`src/hdl/bus_arb_pkg.sv`:
```
// Purpose: constants and carrier types for the shared bus arbiter
// Assumes: 10 MHz system clock, synchronous active-high reset
// Notes: pin levels are carried active low where the pin is active low
//
// Functional notes
// RULE1 - Host request makes master yield, then grant
// RULE2 - Yielding floats address, data, selects, strobes
// RULE3 - Host request beats every peer request
// RULE4 - Grant held until host withdraws request
// RULE5 - Only current master drives host grant
// RULE6 - Host asserts chip select to address device
// RULE7 - Ack low inserts waits during host access
// RULE8 - Ack driven only with select and request
// RULE9 - Ack open drain until drive bit set
// RULE10 - Drive only own request line, monitor others
// RULE11 - Index one maps line one; zero single
// RULE12 - Index inputs static or changed in reset
// RULE13 - Priority select high rotates, low fixed
// RULE14 - Priority select equal and changed together
// RULE15 - Core priority preempts background DMA traffic
// RULE16 - Fixed priority favours lowest index, identically
package bus_arb_pkg;
  localparam int unsigned NUM_PEERS = 6;
  localparam int unsigned INDEX_W = 3;
  localparam logic [2:0] INDEX_SINGLE = 3'h0;
  localparam logic [2:0] LAST_INIT = 3'h0;
  localparam logic [2:0] MASTER_NONE = 3'h0;

  typedef enum logic [2:0] {
    ST_IDLE = 3'b000,
    ST_REQ = 3'b001,
    ST_MASTER = 3'b010,
    ST_YIELD = 3'b011,
    ST_HOST = 3'b100
  } arb_state_t;

  // Bus-facing pin pair of a two-way or open-drain line
  typedef struct packed {
    logic o;
    logic oe;
  } pin_drive_t;

  // Host access request towards the memory side
  typedef struct packed {
    logic cs_n;
    logic hbr_n;
  } host_sel_t;
endpackage

```
`src/hdl/bus_arbiter.sv`:
```
// Purpose: distributed bus arbitration between peers and a host
// Assumes: all inputs synchronous to i_sys_clk; request, select and grant pins are active low
// Notes: every processor runs the same decision from the same request lines
`timescale 1ns/1ns
`default_nettype none
module bus_arbiter #(
  parameter int unsigned NUM_PEERS = bus_arb_pkg::NUM_PEERS
) (
  // Clock and reset
  input wire logic i_sys_clk,
  input wire logic i_srst,
  // Configuration
  input wire logic [2:0] i_processor_index,
  input wire logic i_rotating_priority_select,
  input wire logic i_ack_drive_mode_bit,
  // Local core side
  input wire logic i_core_bus_want,
  input wire logic i_core_is_dma,
  input wire logic i_core_priority_req,
  input wire logic i_access_done,
  output logic o_bus_owner,
  output logic o_bus_drive_en,
  // Peer request lines
  input wire logic [NUM_PEERS-1:0] i_peer_bus_request_n,
  output logic [NUM_PEERS-1:0] o_peer_bus_request_n,
  output logic [NUM_PEERS-1:0] o_peer_bus_request_oe,
  // Shared core priority line, open drain
  input wire logic i_core_priority_override_n,
  output logic o_core_priority_override_n,
  output logic o_core_priority_override_oe,
  // Host side
  input wire logic i_host_bus_request_n,
  input wire logic i_host_chip_select_n,
  input wire logic i_host_bus_grant_n,
  output logic o_host_bus_grant_n,
  output logic o_host_bus_grant_oe,
  output logic o_host_access_ack,
  output logic o_host_access_ack_oe,
  output logic o_host_access_pending
);

  // A 3-bit index names at most seven request lines
  generate
    if (NUM_PEERS < 1 || NUM_PEERS > 7) begin : g_bad_peers
      $error("NUM_PEERS must be 1..7");
    end
  endgenerate

  bus_arb_pkg::arb_state_t state_q, state_d;
  logic [2:0] last_q;
  logic master_q;
  logic [NUM_PEERS-1:0] req_vec;
  logic [NUM_PEERS-1:0] own_line;
  logic [2:0] winner;
  logic win_valid;
  logic single;
  logic host_req;
  bus_arb_pkg::host_sel_t hsel;
  logic cpa_seen;
  logic ack_q;
  logic grant_q;
  logic [2:0] cur_q;
  logic cur_free;
  logic host_busy;

  assign single = (i_processor_index == bus_arb_pkg::INDEX_SINGLE); // [RULE11]
  assign host_req = ~i_host_bus_request_n;
  assign hsel.cs_n = i_host_chip_select_n;
  assign hsel.hbr_n = i_host_bus_request_n;
  assign cpa_seen = ~i_core_priority_override_n;
  // Host owns the bus while it requests or its grant is still seen low
  assign host_busy = host_req || ~i_host_bus_grant_n;

  // One-hot own line; index k selects bit k-1 (bit 0 is line one)
  genvar g;
  generate
    for (g = 0; g < NUM_PEERS; g++) begin : g_line
      assign own_line[g] = (i_processor_index == 3'(g + 1)); // [RULE11]
      // Observed lines, own line taken from our own drive
      assign req_vec[g] = own_line[g] ? (state_q == bus_arb_pkg::ST_REQ ||
                                         master_q) : ~i_peer_bus_request_n[g];
      assign o_peer_bus_request_oe[g] = own_line[g]; // [RULE10]
      assign o_peer_bus_request_n[g] = ~(own_line[g] &&
        (state_q == bus_arb_pkg::ST_REQ || master_q)); // [RULE10]
    end
  endgenerate

  // Winner pick: fixed lowest index, or rotating after last master
  always_comb begin
    logic [2:0] idx;
    logic [3:0] sum;
    idx = 3'h0;
    sum = 4'h0;
    winner = 3'h0;
    win_valid = 1'b0;
    for (int k = NUM_PEERS - 1; k >= 0; k--) begin
      if (i_rotating_priority_select) begin // [RULE13]
        sum = 4'(last_q) + 4'(k);
        idx = (sum >= 4'(NUM_PEERS)) ? 3'(sum - 4'(NUM_PEERS)) : 3'(sum);
      end else begin
        idx = 3'(k); // [RULE16]
      end
      if (req_vec[idx]) begin
        winner = idx + 3'h1;
        win_valid = 1'b1;
      end
    end
  end

  // Bus stays with the current master until its request line is released
  always_comb begin
    cur_free = 1'b1;
    for (int k = 0; k < NUM_PEERS; k++) begin
      if (cur_q == 3'(k + 1) && req_vec[k]) begin
        cur_free = 1'b0;
      end
    end
  end

  // Current master number, none while the bus is free; kept during host tenure
  always_ff @(posedge i_sys_clk) begin
    if (i_srst) begin
      cur_q <= bus_arb_pkg::MASTER_NONE;
    end else if (cur_free && !host_busy) begin
      cur_q <= win_valid ? winner : bus_arb_pkg::MASTER_NONE; // [RULE16]
    end
  end

  // Mastership state machine
  always_comb begin
    state_d = state_q;
    case (state_q)
      bus_arb_pkg::ST_IDLE: begin
        if (host_busy) begin
          state_d = bus_arb_pkg::ST_IDLE; // [RULE3]
        end else if (i_core_bus_want) begin
          state_d = single ? bus_arb_pkg::ST_MASTER : bus_arb_pkg::ST_REQ;
        end
      end
      bus_arb_pkg::ST_REQ: begin
        if (!host_busy && cur_free && win_valid && winner == i_processor_index) begin
          state_d = bus_arb_pkg::ST_MASTER; // [RULE3] [RULE16]
        end else if (!i_core_bus_want) begin
          state_d = bus_arb_pkg::ST_IDLE;
        end
      end
      bus_arb_pkg::ST_MASTER: begin
        if (host_req) begin
          state_d = bus_arb_pkg::ST_YIELD; // [RULE1]
        end else if (i_core_is_dma && cpa_seen && !i_core_priority_req) begin
          state_d = bus_arb_pkg::ST_IDLE; // [RULE15]
        end else if (!i_core_bus_want && i_access_done) begin
          state_d = bus_arb_pkg::ST_IDLE;
        end
      end
      bus_arb_pkg::ST_YIELD: begin
        state_d = host_req ? bus_arb_pkg::ST_HOST : bus_arb_pkg::ST_IDLE; // [RULE1]
      end
      bus_arb_pkg::ST_HOST: begin
        if (!host_req) begin
          state_d = bus_arb_pkg::ST_IDLE; // [RULE4]
        end
      end
      default: state_d = bus_arb_pkg::ST_IDLE;
    endcase
  end

  always_ff @(posedge i_sys_clk) begin
    if (i_srst) begin
      state_q <= bus_arb_pkg::ST_IDLE;
    end else begin
      state_q <= state_d;
    end
  end

  // Master flag stays set through host tenure: we own the grant line
  always_ff @(posedge i_sys_clk) begin
    if (i_srst) begin
      master_q <= 1'b0;
    end else begin
      master_q <= (state_d == bus_arb_pkg::ST_MASTER) ||
                  (state_d == bus_arb_pkg::ST_YIELD) ||
                  (state_d == bus_arb_pkg::ST_HOST && master_q);
    end
  end

  // Rotation pointer follows the last granted line
  always_ff @(posedge i_sys_clk) begin
    if (i_srst) begin
      last_q <= bus_arb_pkg::LAST_INIT;
    end else if (win_valid && cur_free && !host_busy) begin
      last_q <= (winner >= 3'(NUM_PEERS)) ? 3'h0 : winner; // [RULE13]
    end
  end

  // Host grant: asserted after the yield, held while request stays
  always_ff @(posedge i_sys_clk) begin
    if (i_srst) begin
      grant_q <= 1'b0;
    end else begin
      grant_q <= (state_d == bus_arb_pkg::ST_HOST) && master_q; // [RULE1] [RULE4]
    end
  end

  assign o_host_bus_grant_n = ~grant_q;
  assign o_host_bus_grant_oe = master_q; // [RULE5]
  assign o_bus_owner = (state_q == bus_arb_pkg::ST_MASTER);
  // Bus float while not owner, including the yield cycle
  assign o_bus_drive_en = (state_q == bus_arb_pkg::ST_MASTER) && !host_req; // [RULE2]

  // Core priority line, open drain: pull low while our core needs the bus as slave
  assign o_core_priority_override_n = 1'b0;
  assign o_core_priority_override_oe = i_core_priority_req &&
                                       (state_q == bus_arb_pkg::ST_REQ); // [RULE15]

  // Host access acknowledge: low while the access is not yet complete
  always_ff @(posedge i_sys_clk) begin
    if (i_srst) begin
      ack_q <= 1'b0;
    end else if (hsel.cs_n || hsel.hbr_n) begin
      ack_q <= 1'b0;
    end else begin
      ack_q <= i_access_done; // [RULE7]
    end
  end

  assign o_host_access_ack = ack_q;
  assign o_host_access_pending = !hsel.cs_n && !hsel.hbr_n;
  // Open drain drives only the low level unless active drive selected
  assign o_host_access_ack_oe = o_host_access_pending &&
                                (i_ack_drive_mode_bit || !ack_q); // [RULE8] [RULE9]

endmodule
`default_nettype wire

```
`config.mk`:
```
export PLATFORM = sky130hd
export DESIGN_NAME = bus_arbiter
export DESIGN_NICKNAME = d
export VERILOG_FILES = /design/src/hdl/bus_arb_pkg.sv /design/src/hdl/bus_arbiter.sv
export SDC_FILE = /design/constraint.sdc
export NUM_CORES = 1
export LEC_CHECK = 0
export BUFFER_PORTS_ARGS = -buffer_cell sky130_fd_sc_hd__clkbuf_2
export CORE_UTILIZATION = 50
export DETAILED_ROUTE_END_ITERATION = 8
export PLACE_DENSITY_LB_ADDON = 0.15
export SETUP_SLACK_MARGIN = 0.2
export SLEW_MARGIN = 30
export SYNTH_ARGS = -nofsm -noshare
export SYNTH_HDL_FRONTEND = slang
export SYNTH_SLANG_ARGS = --single-unit
```
`constraint.sdc`:
```
create_clock -name i_sys_clk -period 3.9 [get_ports i_sys_clk]
set_input_delay 0.195 -clock i_sys_clk [delete_from_list [all_inputs] [get_ports i_sys_clk]]
set_output_delay 0.195 -clock i_sys_clk [all_outputs]
set_load 0.1 [all_outputs]
```
Yosys cells after proc, flatten, opt, wreduce, memory -nomap -nowiden:

Cells that the tools add are included.

* input bits: 21
* bits in registers: 12

* reductions and logical operators: 40
* add/subtract/negate cells: 17
* bitwise logic cells: 16
* mux-type cells: 61
* equal/unequal tests: 20
* $lt $le $gt $ge: 13

Operators by type and width (number)
* 2-to-1 mux 3 bit: 29
* logical AND 1 bit: 25
* == test 3 x 2 -> 1 bit, second input constant: 8
* == test 3 bit, second input constant: 8
* less-than comparator 3 x 4 -> 1 bit, second input constant: 6
* 2-to-1 mux 1 bit: 24
* greater-or-equal comparator 4 x 3 -> 1 bit, second input constant: 5
* adder 3 x 1 -> 3 bit, second input constant: 6
* binary-select mux 1 bit (select 3 bit): 6
* subtractor 3 bit, second input constant: 6
* inverter 1 bit: 16
* case mux 3 bit (5 select lines): 1
* == test 3 x 1 -> 1 bit, second input constant: 3
* adder 3 x 2 -> 4 bit, second input constant: 2
* adder 3 x 3 -> 4 bit, second input constant: 2
* greater-or-equal comparator 3 bit, second input constant: 2
* zero test 1 bit: 6
* zero test 3 bit: 2
* logical OR 1 bit: 6
* adder 3 x 1 -> 4 bit, second input constant: 1
* == test 3 bit: 1
* 2-to-1 mux 2 bit: 1
* OR reduction 2 bit: 1

Longest topological paths before layout:

Gate-level depths: netlist of run 1.

* word-level depth: 19
* gate-level depth with buffers: 15
* mapped depth without buffers: 13

Worst setup path after synthesis of run 1:

OpenSTA, ideal clock, no wires.

* kind: in2reg
* from: input i_processor_index[0]
* to: register last_q[2]
* library setup time: 71 ps
* buffers on the path: 2
* cell stages on the path: 12
* slack: -1781 ps
* data required time: 3829 ps
* arrival time: 5610 ps
* path through: buf_2 nor3b_2 o21ai_0 a22oi_1 mux2i_1 o21a_1 nand3_1 nor2_1 or2_2 clkbuf_1 or3b_1 a21oi_1

* word-level cells in the longest chain between the ends: 12
* elaborated cells on any way between the ends: 52
* classes of those cells: 1 x order compare; 6 x eq/ne; 37 x mux; 8 x reduce/logical

Ends and longest elaborated chain
* start, declared: RTL line bus_arbiter.sv:13 `input wire logic [2:0] i_processor_index,`
* == test 3 x 2 -> 1 bit *: RTL line bus_arbiter.sv:78 `assign own_line[g] = (i_processor_index == 3'(g + 1));`
* via o_peer_bus_request_oe[1]: RTL line bus_arbiter.sv:26 `output logic [NUM_PEERS-1:0] o_peer_bus_request_oe,`
* 2-to-1 mux 1 bit *: RTL line bus_arbiter.sv:80 `assign req_vec[g] = own_line[g] ? (state_q == bus_arb_pkg::ST_REQ ||`
* binary-select mux 1 bit (select 3 bit): RTL line bus_arbiter.sv:103 `if (req_vec[idx]) begin`
* 2-to-1 mux 1 bit (implied by the code): RTL line bus_arbiter.sv:103
* 2-to-1 mux 3 bit / 2-to-1 mux 1 bit (equally long branches) (6 in a row): RTL line bus_arbiter.sv:103
* greater-or-equal comparator 3 bit / logical AND 1 bit (equally long branches): RTL line bus_arbiter.sv:192, bus_arbiter.sv:191
* 2-to-1 mux 3 bit / logical AND 1 bit (equally long branches): RTL line bus_arbiter.sv:192, bus_arbiter.sv:191
* end signal, assigned: RTL line bus_arbiter.sv:190 `last_q <= bus_arb_pkg::LAST_INIT;`
* end signal, assigned: RTL line bus_arbiter.sv:192 `last_q <= (winner >= 3'(NUM_PEERS)) ? 3'h0 : winner;`
* end, declared: RTL line bus_arbiter.sv:50 `logic [2:0] last_q;`

The timed path passes the listed nets; every way through them passes the cells marked *. The select of a mux whose other input is x is not followed.
A chain may end at the register's enable or synchronous reset.

Final worst setup path of run 1:

* from: register last_q[2]
* to: register state_q[0]

* word-level cells in the longest chain between the ends: 16
* elaborated cells on any way between the ends: 64
* classes of those cells: 17 x add/sub; 6 x order compare; 1 x eq/ne; 38 x mux; 2 x reduce/logical

Ends and longest elaborated chain
* adder 3 x 3 -> 4 bit: RTL line bus_arbiter.sv:98 `sum = 4'(last_q) + 4'(k);`
* greater-or-equal comparator 4 x 3 -> 1 bit / subtractor 3 bit (equally long branches): RTL line bus_arbiter.sv:99 `idx = (sum >= 4'(NUM_PEERS)) ? 3'(sum - 4'(NUM_PEERS)) : 3'(sum);`
* 2-to-1 mux 3 bit: RTL line bus_arbiter.sv:99
* 2-to-1 mux 3 bit: RTL line bus_arbiter.sv:97 `if (i_rotating_priority_select) begin`
* binary-select mux 1 bit (select 3 bit): RTL line bus_arbiter.sv:103
* 2-to-1 mux 1 bit (implied by the code): RTL line bus_arbiter.sv:103
* 2-to-1 mux 3 bit / 2-to-1 mux 1 bit (equally long branches) (6 in a row): RTL line bus_arbiter.sv:103
* == test 3 bit / logical AND 1 bit (equally long branches): RTL line bus_arbiter.sv:141 `if (!host_busy && cur_free && win_valid && winner == i_processor_index) begin`
* logical AND 1 bit *: RTL line bus_arbiter.sv:141
* 2-to-1 mux 3 bit *: RTL line bus_arbiter.sv:141
* case mux 3 bit (5 select lines) *: RTL line bus_arbiter.sv:132 `case (state_q)`
* end signal, assigned: RTL line bus_arbiter.sv:170 `state_q <= bus_arb_pkg::ST_IDLE;`
* end signal, assigned: RTL line bus_arbiter.sv:172 `state_q <= state_d;`
* end, declared: RTL line bus_arbiter.sv:49 `bus_arb_pkg::arb_state_t state_q, state_d;`

Mark *: on every way between the ends. The rest lies on a longest branch, timed or not. The select of a mux whose other input is x is not followed.

==> results.ini, run 1 <==
[sta]
setup_tns_ns=0
period_needed_ns=3.49
drv_slew=0
setup_viol=0
slew_headroom_pct=63.5
clock_skew_ns=0.00163
hold_violations=0
rsz0062_at_grt=no
fmax_ghz=0.286
fin_crit_sh_pct=89.6
tightest_slew_ns=0.545

[yosys]
synth_edf_count=0
synth_cell_types=68
async_flop_share_pct=0
yosysWarnings=0
ys_seq_elements=12
netlist_instances=289
synth-seq-area-share_pct=11.4
synthesis.nets=324
syn_area_um2=2100
yosys-top-cells-area=dfxtp_1 11%, ha_1 8.3%, o21ai_0 5.2%
synthFlopType=dfxtp_1
synth_top_area_share_pct=11.4
synth.avg_cell_area_um2=7.27
post-synth-top-area-cell=dfxtp_1

[global_route]
antenna_found_initial=0
grt_pass1_vias=1980
grt_max_degree=21
gr-total-overflow=0
gr-usage-all-layers_pct=27.3
grt_pass1_wl_um=9360

[clock_network]
cts_setup_buffers=0
cts.sinks=12
clock_latency_ns=0.24
cts_tree=yes
numCtsBuffers=3
clk_pin_slew_worst_paths_ns=0.05
htreeDepth=1
ctsLongestPathBuffers=2
clockRootBuffer=clkbuf_8

[final_layout]
num_antenna_cells=0
syn_to_final_growth_pct=15.6
finalNetCount=358
fillers=394
drive_above_1_share_pct=24.2
layout_common_cells=40 x clkbuf_2, 23 x inv_1, 23 x nand2_1
mostFrequentLayoutCell=clkbuf_2
final_cells=372

[power_and_ir_drop]
p_comb_share_pct=63.7
seqPwrFrac_pct=18.3
pwr-share-clk_pct=17.9
p_int_mw=0.410
swShare_pct=46.7
p_sw_mw=0.358
ir_drop_v=0.000275
p_leak_nw=0.989
p_per_area_nw_per_um2=316

[route]
wl_met3_um=316
routed-via-count=2321
wl_um=5720
first_pass_iters=5
wirelength_met1_um=2680
wl_per_cell_um=15.4
wl_met2_um=2650
drc=0
via_per_inst=6.24
ant_nets=0
highest_layer=met4
dr.first_iter.drc_count=108

[floorplan]
fp-row-count=23
io_pins=42
initial_utilization_pct=52.1
fp.dieH_um=66.8
dieArea_um2=4460
die_x_um=66.8
core_region_area_um2=4030

[run]
cap_violations=0

[setup_path]
path_class=flip-flop to flip-flop
cp.arrival_ns=3.63
crit_path_start_kind=flip-flop
path_max_fanout=7
crit_required_ns=4.04
end_kind=flip-flop

[place]
post-dp-hpwl_um=4490
place.port_buffers=40
place_congestion=0.894
dpl.cell_count=368

[hold_path]
hold_path.class=primary input to flip-flop

[status]
outcome=complete, no violations

[registers in the layout, summed over array words and instances (netlist names)]
name and count:
state_q 3, last_q 3, o_host_access_ack 1, o_host_bus_grant_oe 1, cur_q 3, grant_q 1
[worst paths after layout]
check	from	end	slack, ns	depth (start not counted)
worst max-delay path	last_q[2]	state_q[0]	0.41	13
worst min-delay path	i_host_chip_select_n	o_host_access_ack	0.14	2
worst max register to register	last_q[2]	state_q[0]	0.41	13
worst min register to register	last_q[1]	last_q[1]	0.50	2
[power by group through the flow]
stage	logic [mW]	clock network, mW	registers, mW
global placement	0.471	0	0.143
floorplan	0.381	0	0.145
finish	0.490	0.138	0.141
CTS	0.476	0.141	0.141
global route	0.538	0.145	0.143
detailed placement	0.474	0	0.143
[cell usage after synthesis (2+ instances only)]
cell	count
inv_1	23
nand2_1	23
o21ai_0	22
nor2_1	20
a21oi_1	17
ha_1	14
dfxtp_1	12
nand3_1	11
clkbuf_1	10
nor3_1	9
o21a_1	7
nand3b_1	6
xnor2_1	6
a31oi_1	5
o211ai_1	5
a22oi_1	4
a2bb2oi_1	4
nor2b_1	4
nor4b_1	4
o22ai_1	4
or3b_1	4
a211oi_1	3
and3_1	3
buf_4	3
mux2_2	3
nand4b_1	3
nor3b_2	3
o221ai_1	3
or2_2	3
a21boi_0	2
a41oi_1	2
and2_1	2
buf_2	2
mux2i_1	2
nand4_1	2
nor4_1	2
o221ai_2	2
o31ai_1	2
o41ai_1	2
or3_1	2
xor2_1	2
[cell families after synthesis]
group,synth area share [%]
compound gates,35.7
buf+inv,7.98
mux,3.63
simple gates,29.4
xor+xnor,3.34
other cells,0.179
flops,11.4
fa+ha+maj,8.34
[repair_timing]
item                       CTS  global route
setup endpoints to repair    0             4
hold endpoints to repair     0             0
gates resized for setup      0             6
hold buffers                 0             0
[per-layer routing]
layer	global-route usage, %	up-vias
met4	6.91	0
li1	-	1159
met2	42.7	83
met3	3.94	6
met1	38.6	1073
met5	0	-
[worst max-delay path, cell delays in order, from the launching register on]
cell      delay [ns]
dfxtp_2         0.35
inv_1           0.12
ha_2            0.26
a21oi_1         0.10
a311o_1         0.34
and3_1          0.23
ha_1            0.23
or4_4           0.54
a31oi_1         0.18
o31ai_1         0.09
o221ai_2        0.17
a41oi_2         0.23
xnor2_1         0.22
o31a_1          0.31
[through the flow]
stage	hold WS (ns)	utilization [%]	setup WS (ns)	power [mW]	area [um2]
6_report	0.142	60.3	0.406	0.768	2430
5_1_grt	0.150	60.3	0.210	0.826	2430
4_1_cts	0.137	59.7	0.221	0.758	2400
3_5_place_dp	0.397	58.3	0.231	0.617	2350
3_3_place_gp	0.394	58.3	0.341	0.614	2350
2_1_floorplan	0.272	-	0.242	0.526	2130
[final cells by class]
type | count | area [um2] | area share, %
sequential | 12 | 243 | 9.99
timing repair buffer | 45 | 238 | 9.79
multi-input combinational | 238 | 1740 | 71.8
clock buffer | 4 | 55.1 | 2.27
tap | 50 | 62.6 | 2.58
inverter | 23 | 86.3 | 3.55
Note: power is estimated with default switching activity, not from simulation.
==> inputs of run 2 (changes only) <==
==> constraint.sdc (replaced) <==
create_clock -name i_sys_clk -period 4 [get_ports i_sys_clk]
set_input_delay 0.2 -clock i_sys_clk [delete_from_list [all_inputs] [get_ports i_sys_clk]]
set_output_delay 0.2 -clock i_sys_clk [all_outputs]
set_load 0.1 [all_outputs]
==> results.ini, run 2 (same netlist as run 1, synthesis figures left out) <==
[route]
routed-via-count=2299  ; -0.95%
wl_um=5950  ; +3.9%
drc=0  ; unchanged
wl_per_cell_um=16.0  ; +4.2%
via_per_inst=6.20  ; -0.68%
ant_nets=0  ; unchanged
first_pass_iters=4  ; -1
dr.first_iter.drc_count=169  ; +56%

[sta]
slew_headroom_pct=63.8  ; +0.32 points
rsz0062_at_grt=no
fmax_ghz=0.280  ; -2.2%
clock_skew_ns=0.00209  ; +0.000459 ns
setup_tns_ns=0  ; unchanged
setup_slack_ns=0.427  ; +0.0210 ns
setup_viol=0  ; unchanged
hold_violations=0  ; unchanged
drv_slew=0  ; unchanged
period_needed_ns=3.57  ; +0.0790 ns
tightest_slew_ns=0.540  ; -0.00485 ns
fin_crit_sh_pct=89.3  ; -0.26 points

[setup_path]
cpMostUsedCell=ha_1
path_max_fanout=7  ; unchanged
crit_family=compound AO/OA/AOI/OAI gates
rr_endpoint=state_q[1]
critPathMaxStageDelay_ns=0.53  ; about the same
path_class=flip-flop to flip-flop
crit_path_start_kind=flip-flop
r2r_setup_slack_ns=0.43  ; +0.02 ns
path_cells=inv_1 > ha_1 > a21oi_1 > a311o_1 > and3_1 > ha_1 > or4_4 > a31oi_1 > o31ai_1 > o221ai_2 > a41oi_2 > xnor2_1 > o41ai_1
cp.arrival_ns=3.70  ; +0.07 ns
r2r_cells=13  ; unchanged
crit_required_ns=4.13  ; +0.09 ns
worstReg2RegStart=last_q[2]
cp_slowest_cell=or4_4
crit_buf_inv=1  ; unchanged
end_kind=flip-flop

[hold_path]
hold_end=o_host_access_ack
hold_path.class=primary input to flip-flop
min-delay-start=i_host_chip_select_n
worstHoldPathCells=2  ; unchanged

[power_and_ir_drop]
pwr-share-clk_pct=18.0  ; about the same
seqPwrFrac_pct=18.4  ; about the same
p_comb_share_pct=63.6  ; about the same
swShare_pct=47.1  ; +0.40 points
ir_drop_v=0.000193  ; -30%
p_leak_nw=0.978  ; -1.0%
p_int_mw=0.398  ; -2.8%
p_per_area_nw_per_um2=313  ; -1.0%
p_sw_mw=0.354  ; -1.2%

[global_route]
grt_pass1_vias=1931  ; -2.5%
gr-total-overflow=0  ; unchanged
grt_pass1_wl_um=9370  ; +0.15%
antenna_found_initial=0  ; unchanged
gr-usage-all-layers_pct=27.5  ; +0.27 points
grt_max_degree=21  ; unchanged

[final_layout]
reg_top3=cur_q x3, last_q x3, state_q x3
finalNetCount=357  ; -0.28%
drive_above_1_share_pct=23.7  ; -0.55 points
syn_to_final_growth_pct=14.4
layout_common_cells=40 x clkbuf_2, 23 x inv_1, 23 x nand2_1
mostFrequentLayoutCell=clkbuf_2
num_antenna_cells=0  ; unchanged
final_cells=371  ; -0.27%

[floorplan]
fp-row-count=23  ; unchanged
io_pins=42  ; unchanged
core_region_area_um2=4030  ; unchanged
dieArea_um2=4460  ; unchanged
die_x_um=66.8  ; unchanged
initial_utilization_pct=52.1  ; unchanged
fp.dieH_um=66.8  ; unchanged

[clock_network]
clockRootBuffer=clkbuf_8
clock_latency_ns=0.24  ; about the same
ctsLongestPathBuffers=2  ; unchanged
hold_buffers=0  ; unchanged
cts.sinks=12  ; unchanged
numCtsBuffers=3  ; unchanged
htreeDepth=1  ; unchanged
clk_pin_slew_worst_paths_ns=0.06  ; about the same
cts_tree=yes

[place]
place.port_buffers=40  ; unchanged
post-dp-hpwl_um=4550  ; +1.4%
post-place-ws_ns=0.315  ; +0.0835 ns
place_congestion=0.894  ; unchanged
dpl.cell_count=366  ; -0.54%

[run]
cap_violations=0  ; unchanged

[status]
outcome=complete, no violations

run 2: final cells by class:
| cell class | count | area [um2] |
|---|---|---|
| timing repair buffer | 44 | 230 |
| inverter | 23 | 86.3 |
| clock buffer | 4 | 55.1 |
| fill | 398 | 1630 |
| sequential | 12 | 243 |
| tap | 50 | 62.6 |
| multi-input combinational | 238 | 1730 |
run 2: how the worst max path moves through the flow:
stage / startpoint / endpoint / slack [ns] / depth (start not counted)
after global placement: last_q[1] / state_q[0] / 0.45 / 13
after CTS: last_q[1] / state_q[1] / 0.29 / 13
after detailed placement: last_q[1] / state_q[1] / 0.31 / 13
after floorplan: i_processor_index[0] / last_q[2] / 0.16 / 12
after global routing: last_q[0] / o_host_bus_grant_oe / 0.22 / 12
final: last_q[2] / state_q[1] / 0.43 / 13
run 2: through the flow:
step	hold slack, ns	cell area [um2]	utilization, %	power [mW]
finish	0.146	2400	59.6	0.752
global route	0.156	2400	59.6	0.810
CTS	0.145	2380	59.0	0.739
detailed placement	0.404	2320	57.6	0.603
global placement	0.400	2320	57.6	0.597
floorplan	0.277	2120	-	0.511
run 2: worst register-to-register path, stage by stage, from the launching register on:
cell and delay (ns):
dfxtp_2 0.35, inv_1 0.12, ha_1 0.27, a21oi_1 0.13, a311o_1 0.35, and3_1 0.22, ha_1 0.23, or4_4 0.54
a31oi_1 0.18, o31ai_1 0.09, o221ai_2 0.16, a41oi_2 0.23, xnor2_1 0.23, o41ai_1 0.37
run 2: power groups by stage:
stage / clock [mW] / sequential [mW] / combinational (mW)
2_1_floorplan: 0 / 0.141 / 0.370
4_1_cts: 0.136 / 0.138 / 0.465
5_1_grt: 0.146 / 0.140 / 0.525
6_report: 0.136 / 0.138 / 0.479
3_5_place_dp: 0 / 0.140 / 0.463
3_3_place_gp: 0 / 0.139 / 0.458
run 2: timing repair:
item	CTS	global route
setup buffers	0	1
hold endpoints to repair	0	0
setup endpoints to repair	0	4
resized for setup	0	5
run 2: layer usage:
metal	GRT usage, %	up-vias	part of all wire [%]	routed length [um]
met1	38.7	1084	47	2810
met3	3.08	6	3.9	230
li1	-	1158	-	-
met4	6.91	0	0.81	48
met5	0	-	0	0
met2	44.1	51	48	2860
